[config.mk]
export PLATFORM = sky130hd
export DESIGN_NAME = tpg_gpio
export DESIGN_NICKNAME = d
export VERILOG_FILES = /design/src/core/tpg_pkg.sv /design/src/core/tpg_sync.sv /design/src/core/tpg_gpio.sv
export SDC_FILE = /design/constraint.sdc
export NUM_CORES = 1
export LEC_CHECK = 0
export ABC_AREA = 1
export ABC_CLOCK_PERIOD_IN_PS = 2400
export BUFFER_PORTS_ARGS = -buffer_cell sky130_fd_sc_hd__clkbuf_2
export CAP_MARGIN = 25
export CORE_MARGIN = 4
export CORE_UTILIZATION = 32
export CTS_CLUSTER_DIAMETER = 80
export DETAILED_ROUTE_END_ITERATION = 7
export PLACE_DENSITY = 0.56
export SLEW_MARGIN = 20
export SYNTH_ARGS = -nofsm -noshare
export SYNTH_HDL_FRONTEND = slang
export SYNTH_SLANG_ARGS = --single-unit
export TNS_END_PERCENT = 30
[constraint.sdc]
create_clock -name pclk -period 2.4 [get_ports pclk]
set_clock_uncertainty 0.1 [all_clocks]
set_input_delay 0.24 -clock pclk [delete_from_list [all_inputs] [get_ports pclk]]
set_output_delay 0.24 -clock pclk [all_outputs]
set_load 0.01 [all_outputs]
[src/core/tpg_pkg.sv]
// Package for the twelve pin configuration block.
// Assumes an APB3 master and 12-bit byte addresses.
package tpg_pkg;
	// ----------------------------------------------------------------
	// Sizes
	// ----------------------------------------------------------------
	localparam int NPINS = 12;
	localparam int LOW_PINS = 4;
	localparam int HIGH_PINS = 8;
	localparam int ADDR_W = 12;

	// ----------------------------------------------------------------
	// Register offsets
	// ----------------------------------------------------------------
	localparam logic [ADDR_W-1:0] GPIO_LOW_CONFIG_ADDR = 12'h018;
	localparam logic [ADDR_W-1:0] GPIO_HIGH_CONFIG_ADDR = 12'h01C;

	// ----------------------------------------------------------------
	// Field positions
	// ----------------------------------------------------------------
	localparam int LOW_DAT_LSB = 0;
	localparam int LOW_DIR_LSB = 4;
	localparam int LOW_DRV_LSB = 8;
	localparam int LOW_FSEL_LSB = 12;
	localparam int HIGH_DAT_LSB = 0;
	localparam int HIGH_DIR_LSB = 8;
	localparam int HIGH_DRV_LSB = 16;
	localparam int HIGH_FSEL_LSB = 24;

	// ----------------------------------------------------------------
	// Configuration image
	// ----------------------------------------------------------------
	typedef struct packed {
		logic [NPINS-1:0] pin_function_select;
		logic [NPINS-1:0] output_drive_type;
		logic [NPINS-1:0] pin_direction;
		logic [NPINS-1:0] pin_level_value;
	} tpg_cfg_t;

	// Fallback values when no image source exists
	localparam logic [LOW_PINS-1:0] FSEL_FALLBACK_LOW = 4'hF;
	localparam logic [HIGH_PINS-1:0] FSEL_FALLBACK_HIGH = 8'hFF;
	localparam logic [NPINS-1:0] FIELD_FALLBACK_ZERO = 12'h000;
	localparam tpg_cfg_t CFG_FALLBACK = '{
		pin_function_select: {FSEL_FALLBACK_HIGH, FSEL_FALLBACK_LOW},
		output_drive_type: FIELD_FALLBACK_ZERO,
		pin_direction: FIELD_FALLBACK_ZERO,
		pin_level_value: FIELD_FALLBACK_ZERO
	};

	// ----------------------------------------------------------------
	// APB request and answer
	// ----------------------------------------------------------------
	typedef struct packed {
		logic psel;
		logic penable;
		logic pwrite;
		logic [ADDR_W-1:0] paddr;
		logic [31:0] pwdata;
	} tpg_apb_req_t;

	typedef struct packed {
		logic pready;
		logic pslverr;
		logic [31:0] prdata;
	} tpg_apb_rsp_t;
endpackage : tpg_pkg

[src/core/tpg_sync.sv]
// Two-stage synchroniser for the pin levels.
// Assumes asynchronous inputs and a single pclk domain.
`timescale 1ns/1ps
module tpg_sync #(
	parameter int WIDTH = 12,
	parameter int STAGES = 2
) (
	input wire logic pclk,
	input wire logic presetn,
	input wire logic [WIDTH-1:0] async_in,
	output logic [WIDTH-1:0] sync_out
);
	// ----------------------------------------------------------------
	// Parameter check
	// ----------------------------------------------------------------
	if (STAGES < 2) begin : g_bad_stages
		$error("tpg_sync needs at least two stages");
	end

	// ----------------------------------------------------------------
	// Chain
	// ----------------------------------------------------------------
	logic [STAGES-1:0][WIDTH-1:0] chain_r;
	logic [STAGES-1:0][WIDTH-1:0] chain_nxt;

	always_comb begin
		chain_nxt = {chain_r[STAGES-2:0], async_in};
	end

	always_ff @(posedge pclk or negedge presetn) begin
		if (!presetn) begin
			chain_r <= '0;
		end else begin
			chain_r <= chain_nxt;
		end
	end

	assign sync_out = chain_r[STAGES-1];
endmodule : tpg_sync

[src/core/tpg_gpio.sv]
// Twelve pin configuration and data block with APB register access.
// Assumes an APB3 master on pclk and a loader that strobes image_load.
`timescale 1ns/1ps
module tpg_gpio #(
	parameter int SYNC_STAGES = 2
) (
	input wire logic pclk,
	input wire logic presetn,
	input wire tpg_pkg::tpg_apb_req_t apb_req,
	output tpg_pkg::tpg_apb_rsp_t apb_rsp,
	input wire logic image_load,
	input wire logic eeprom_present,
	input wire logic otp_programmed,
	input wire tpg_pkg::tpg_cfg_t eeprom_image,
	input wire tpg_pkg::tpg_cfg_t otp_image,
	input wire logic usb_reset,
	input wire logic lite_soft_reset,
	input wire logic reset_protect,
	input wire logic [tpg_pkg::NPINS-1:0] wake_enable,
	input wire logic [tpg_pkg::NPINS-1:0] wake_polarity,
	input wire logic [tpg_pkg::NPINS-1:0] alt_out,
	input wire logic [tpg_pkg::NPINS-1:0] alt_oe,
	input wire logic [tpg_pkg::NPINS-1:0] pin_in,
	output logic [tpg_pkg::NPINS-1:0] pin_out,
	output logic [tpg_pkg::NPINS-1:0] pin_oe,
	output logic [tpg_pkg::NPINS-1:0] wake_event
);
	// ----------------------------------------------------------------
	// Parameter check
	// ----------------------------------------------------------------
	if (SYNC_STAGES < 2) begin : g_bad_sync
		$error("tpg_gpio needs at least two sync stages");
	end

	// ----------------------------------------------------------------
	// State
	// ----------------------------------------------------------------
	typedef struct packed {
		tpg_pkg::tpg_cfg_t cfg;
		tpg_pkg::tpg_cfg_t img;
		tpg_pkg::tpg_apb_rsp_t rsp;
		logic [tpg_pkg::NPINS-1:0] pin_out;
		logic [tpg_pkg::NPINS-1:0] pin_oe;
		logic [tpg_pkg::NPINS-1:0] wake;
	} tpg_state_t;

	tpg_state_t st_r;
	tpg_state_t st_nxt;
	logic [tpg_pkg::NPINS-1:0] pin_sync;

	// ----------------------------------------------------------------
	// Pin synchroniser
	// ----------------------------------------------------------------
	tpg_sync #(
		.WIDTH(tpg_pkg::NPINS),
		.STAGES(SYNC_STAGES)
	) tpg_sync_i (
		.pclk(pclk),
		.presetn(presetn),
		.async_in(pin_in),
		.sync_out(pin_sync)
	);

	// ----------------------------------------------------------------
	// Register packing
	// ----------------------------------------------------------------
	function automatic logic [31:0] tpg_pack_low(input tpg_pkg::tpg_cfg_t c,
		input logic [tpg_pkg::NPINS-1:0] lvl);
		logic [31:0] w;
		w = 32'h0000_0000;
		w[tpg_pkg::LOW_FSEL_LSB +: tpg_pkg::LOW_PINS] =
			c.pin_function_select[tpg_pkg::LOW_PINS-1:0];
		w[tpg_pkg::LOW_DRV_LSB +: tpg_pkg::LOW_PINS] =
			c.output_drive_type[tpg_pkg::LOW_PINS-1:0];
		w[tpg_pkg::LOW_DIR_LSB +: tpg_pkg::LOW_PINS] =
			c.pin_direction[tpg_pkg::LOW_PINS-1:0];
		w[tpg_pkg::LOW_DAT_LSB +: tpg_pkg::LOW_PINS] =
			lvl[tpg_pkg::LOW_PINS-1:0];
		return w;
	endfunction : tpg_pack_low

	function automatic logic [31:0] tpg_pack_high(input tpg_pkg::tpg_cfg_t c,
		input logic [tpg_pkg::NPINS-1:0] lvl);
		logic [31:0] w;
		w = 32'h0000_0000;
		w[tpg_pkg::HIGH_FSEL_LSB +: tpg_pkg::HIGH_PINS] =
			c.pin_function_select[tpg_pkg::NPINS-1:tpg_pkg::LOW_PINS];
		w[tpg_pkg::HIGH_DRV_LSB +: tpg_pkg::HIGH_PINS] =
			c.output_drive_type[tpg_pkg::NPINS-1:tpg_pkg::LOW_PINS];
		w[tpg_pkg::HIGH_DIR_LSB +: tpg_pkg::HIGH_PINS] =
			c.pin_direction[tpg_pkg::NPINS-1:tpg_pkg::LOW_PINS];
		w[tpg_pkg::HIGH_DAT_LSB +: tpg_pkg::HIGH_PINS] =
			lvl[tpg_pkg::NPINS-1:tpg_pkg::LOW_PINS];
		return w;
	endfunction : tpg_pack_high

	// ----------------------------------------------------------------
	// Bus decode
	// ----------------------------------------------------------------
	logic setup_ph;
	logic acc_done;
	logic hit_low;
	logic hit_high;
	logic wr_low;
	logic wr_high;
	logic restore;

	assign setup_ph = apb_req.psel && !apb_req.penable;
	assign acc_done = apb_req.psel && apb_req.penable && st_r.rsp.pready;
	assign hit_low = apb_req.paddr == tpg_pkg::GPIO_LOW_CONFIG_ADDR;
	assign hit_high = apb_req.paddr == tpg_pkg::GPIO_HIGH_CONFIG_ADDR;
	assign wr_low = acc_done && apb_req.pwrite && hit_low;
	assign wr_high = acc_done && apb_req.pwrite && hit_high;
	assign restore = (usb_reset || lite_soft_reset) && !reset_protect;

	// ----------------------------------------------------------------
	// Next state
	// ----------------------------------------------------------------
	always_comb begin
		st_nxt = st_r;
		// Answer in the first access cycle
		st_nxt.rsp.pready = setup_ph;
		st_nxt.rsp.pslverr = setup_ph && !hit_low && !hit_high;
		if (setup_ph && !apb_req.pwrite) begin
			st_nxt.rsp.prdata = hit_low ? tpg_pack_low(st_r.cfg, pin_sync) :
				hit_high ? tpg_pack_high(st_r.cfg, pin_sync) : 32'h0000_0000;
		end else if (!setup_ph) begin
			st_nxt.rsp.prdata = 32'h0000_0000;
		end
		// Low register write, bits 31:16 dropped
		if (wr_low) begin
			st_nxt.cfg.pin_function_select[tpg_pkg::LOW_PINS-1:0] =
				apb_req.pwdata[tpg_pkg::LOW_FSEL_LSB +: tpg_pkg::LOW_PINS];
			st_nxt.cfg.output_drive_type[tpg_pkg::LOW_PINS-1:0] =
				apb_req.pwdata[tpg_pkg::LOW_DRV_LSB +: tpg_pkg::LOW_PINS];
			st_nxt.cfg.pin_direction[tpg_pkg::LOW_PINS-1:0] =
				apb_req.pwdata[tpg_pkg::LOW_DIR_LSB +: tpg_pkg::LOW_PINS];
			st_nxt.cfg.pin_level_value[tpg_pkg::LOW_PINS-1:0] =
				apb_req.pwdata[tpg_pkg::LOW_DAT_LSB +: tpg_pkg::LOW_PINS];
		end
		// High register write
		if (wr_high) begin
			st_nxt.cfg.pin_function_select[tpg_pkg::NPINS-1:tpg_pkg::LOW_PINS] =
				apb_req.pwdata[tpg_pkg::HIGH_FSEL_LSB +: tpg_pkg::HIGH_PINS];
			st_nxt.cfg.output_drive_type[tpg_pkg::NPINS-1:tpg_pkg::LOW_PINS] =
				apb_req.pwdata[tpg_pkg::HIGH_DRV_LSB +: tpg_pkg::HIGH_PINS];
			st_nxt.cfg.pin_direction[tpg_pkg::NPINS-1:tpg_pkg::LOW_PINS] =
				apb_req.pwdata[tpg_pkg::HIGH_DIR_LSB +: tpg_pkg::HIGH_PINS];
			st_nxt.cfg.pin_level_value[tpg_pkg::NPINS-1:tpg_pkg::LOW_PINS] =
				apb_req.pwdata[tpg_pkg::HIGH_DAT_LSB +: tpg_pkg::HIGH_PINS];
		end
		// Image load, overrides writes in the same cycle unless reset_protect is set
		if (image_load) begin
			if (eeprom_present) begin
				st_nxt.img = eeprom_image;
			end else if (otp_programmed) begin
				st_nxt.img = otp_image;
			end else begin
				st_nxt.img = tpg_pkg::CFG_FALLBACK;
			end
			if (!reset_protect) begin
				st_nxt.cfg = st_nxt.img;
			end
		end else if (restore) begin
			st_nxt.cfg = st_r.img;
		end
		// Pin drivers
		for (int i = 0; i < tpg_pkg::NPINS; i++) begin
			if (st_r.cfg.pin_function_select[i]) begin
				st_nxt.pin_oe[i] = alt_oe[i];
				st_nxt.pin_out[i] = alt_out[i];
			end else if (!st_r.cfg.pin_direction[i]) begin
				st_nxt.pin_oe[i] = 1'b0;
				st_nxt.pin_out[i] = 1'b0;
			end else if (st_r.cfg.output_drive_type[i]) begin
				st_nxt.pin_oe[i] = 1'b1;
				st_nxt.pin_out[i] = st_r.cfg.pin_level_value[i];
			end else begin
				st_nxt.pin_oe[i] = !st_r.cfg.pin_level_value[i];
				st_nxt.pin_out[i] = 1'b0;
			end
			st_nxt.wake[i] = !st_r.cfg.pin_function_select[i] &&
				!st_r.cfg.pin_direction[i] &&
				wake_enable[i] && (pin_sync[i] == wake_polarity[i]);
		end
	end

	// ----------------------------------------------------------------
	// State register
	// ----------------------------------------------------------------
	always_ff @(posedge pclk or negedge presetn) begin
		if (!presetn) begin
			st_r.cfg <= tpg_pkg::CFG_FALLBACK;
			st_r.img <= tpg_pkg::CFG_FALLBACK;
			st_r.rsp <= '0;
			st_r.pin_out <= '0;
			st_r.pin_oe <= '0;
			st_r.wake <= '0;
		end else begin
			st_r <= st_nxt;
		end
	end

	assign apb_rsp = st_r.rsp;
	assign pin_out = st_r.pin_out;
	assign pin_oe = st_r.pin_oe;
	assign wake_event = st_r.wake;
endmodule : tpg_gpio

==> run metrics <==
status=finished, final reports clean; Critical Path AT=1.88 ns; switching power=2340 uW; Max Slew Vio Count=0; Post-CTS Setup Inserts=0; area of the mapped netlist=9900 sq um; initial DRC count=590; Rows=64; Comb pwr share=16.8%; Crit-path slowest cell=dfstp_2; largest net degree at the start of global routing=59; placed cells=1,811; class of the most critical setup path=flip-flop to flip-flop; Vias=about 9,000; Post-Route WL=32,500 um; setup TNS=0 ns; P&R area growth vs syn=24.8%; Seq pwr share=46.7%; WL/cell=17.1 um; Max clock buf depth=2; H-Tree Depth=4; Power Dens Cells=637 nW/um^2; Die X=184 um; fin nets=1,706; crit path cell chain=inv_1 > nand3_1 > nor2_1 > dlygate4sd3_1; Die Y=~180 um; PortBufs=280; clk slew on worst S/H paths=0.08 ns; CTS root buffer=clkbuf_16; CP Capture Type=flip-flop; synthesized flop and latch total=190; post-synthesis cell type count=23; Tcrit/Tclk final=slightly below 70%; CTS tree=done; commonest non-fill, non-tap cells in the layout=nand2_1, clkbuf_2, dfrtp_1; die area=33,800 sq um; RSZ-0062 raised after global routing=false; Least-Margin Pin Slew=approximately 0.67 ns; Initial Util=32.4%; post-route insts no fill=1,905; mean post-synth cell area=slightly below 8 sq um; CP max stage delay=0.59 ns; Final Critical Period=between 1.5 and 2 ns; syn_nets=1,467; Max Cap Viol=0; Detail Route Antenna Nets=0; dpl hpwl=between 20,000 and 25,000 um; Clk network pwr share=between 30% and 40%; Hold/Removal Path Class=primary input to flip-flop; switching part of the total power=29.8%; CP Launch Type=flip-flop; cells after synthesis=1,256; Pleak=0.00678 uW; critical path peak fanout=4; remaining global-route overflow=0; Detailed Routing Iterations Pass 1=5; clock sinks=190; first-pass GRT wire length=49,500 um; vias per cell=4.66; # setup viols final=0; Core Region=30,600 sq um; CP required=2.62 ns; FMAX=0.604 GHz; CTS buffer count=17; slew margin rel.=between 50% and 60%; routability cong.=about 0.85; fraction of layout cells with a size suffix above 1=roughly a quarter; final-report hold violation count=0; RR Startpoint=st_r[158]; Warnings, synthesis=0; sequential area share after synthesis=48.3%; Hold Path Origin=wake_enable[11]; Clk Latency, worst-skew pair=0.44 ns; vias in the first global route=8,690; Internal=5530 uW; Max rail drop VDD=518 uV; most common cell after layout, fill and taps aside=nand2_1; DRC=0; final core utilization=about two fifths; initial antenna violation count=1; crit path launch=st_r[158]; io pins=between 200 and 300; Tot GR Track Use=18.9%
==> worst paths after layout <==
path / to / slack, ns / cells after the start
min in group asynchronous: apb_rsp[2] / 0.25 / 2
worst min register to register: tpg_sync_i.sync_out[1] / 0.25 / 0
worst max-delay path: wake_event[4] / 0.74 / 4
worst min-delay path: wake_event[11] / 0.02 / 3
max in group asynchronous: st_r[156] / 1.24 / 3
worst max register to register: wake_event[4] / 0.74 / 4
==> critical path: cells and delay by family, from the launching register on <==
family        cells  cell delay [ns]
buf+inv           2             0.68
simple gates      2             0.17
flops             1             0.59
==> flip-flops by register name, summed over array words and instances, names as in the netlist <==
| name | flops |
|---|---|
| wake_event | 12 |
| tpg_sync_i.sync_out | 12 |
| pin_oe | 12 |
| st_r | 96 |
| tpg_sync_i.chain_nxt | 12 |
| pin_out | 12 |
| apb_rsp | 34 |
==> kinds of logic (layout without fill, tap and decap cells) <==
kind of cell	Yosys count	after routing	synth area share (%)
AOI/OAI and AO/OA	109	109	7.22
DFF	190	190	48.3
and+or+nand+nor	673	673	29.4
xor gates and xnor gates	12	12	1.06
buffers and inverters	272	524	14.0
other	0	1	0
==> cell usage after synthesis <==
| cell type | count | area share (%) |
|---|---|---|
| inv_1 | 123 | 4.7 |
| buf_1 | 6 | 0.23 |
| nand3_4 | 1 | 0.18 |
| nor2_4 | 3 | 0.34 |
| o221ai_1 | 12 | 1.1 |
| xor2_1 | 12 | 1.1 |
| inv_2 | 3 | 0.11 |
| nand3_2 | 1 | 0.10 |
| dfrtp_1 | 166 | 42 |
| nor2_1 | 32 | 1.2 |
| o21ai_0 | 48 | 2.4 |
| nor2_2 | 3 | 0.19 |
| clkbuf_1 | 25 | 0.95 |
| nand4_1 | 48 | 3.0 |
| buf_2 | 28 | 1.4 |
| nand2_1 | 427 | 16 |
| o21ai_2 | 1 | 0.088 |
| nor3b_4 | 1 | 0.19 |
| buf_4 | 85 | 6.4 |
| o31ai_1 | 48 | 3.6 |
| nand3_1 | 157 | 7.9 |
| buf_6 | 2 | 0.23 |
| dfstp_2 | 24 | 6.4 |
==> what timing repair did <==
item / in CTS / in global routing
hold buffers: 61 / 0
resized for setup: 0 / 0
hold endpoints to repair: 96 / 0
==> per-stage QoR <==
stage	power [uW]	area (sq um)	worst slack (ns)	hold slack, ns
floorplan	4440	9900	1.02	-0.156
global placement	4960	11200	0.432	0.155
detailed placement	4980	11200	0.417	0.160
CTS	7960	12400	0.733	0.00963
global route	8280	12400	0.591	0.00643
finish	7870	12400	0.744	0.0189
==> power groups by stage <==
stage               registers (uW)  clock network (uW)  logic, uW
floorplan                     3670                   0        768
global placement              3730                   0       1230
detailed placement            3740                   0       1250
CTS                           3680                2950       1340
global route                  3710                3080       1490
finish                        3680                2870       1320
==> layer usage <==
layer / track usage [%] / share of wire [%] / up-vias
met3: 3.52 / 5.8 / 27
li1: - / - / 4457
met4: 4.26 / 1.4 / 2
met2: 29.3 / 46 / 307
met5: 0 / 0.040 / -
met1: 27.5 / 47 / 4082
==> layout make-up <==
| cell class | instances | area [sq um] |
|---|---|---|
| fill | 3218 | 18200 |
| sequential | 190 | 4780 |
| multi-input combinational | 794 | 3740 |
| timing repair buffer | 366 | 2270 |
| tap | 396 | 495 |
| inverter | 126 | 473 |
| clock buffer | 18 | 439 |
| clock inverter | 14 | 150 |
| antenna | 1 | 2.50 |
No activity file was read; power rests on OpenSTA's default activity.
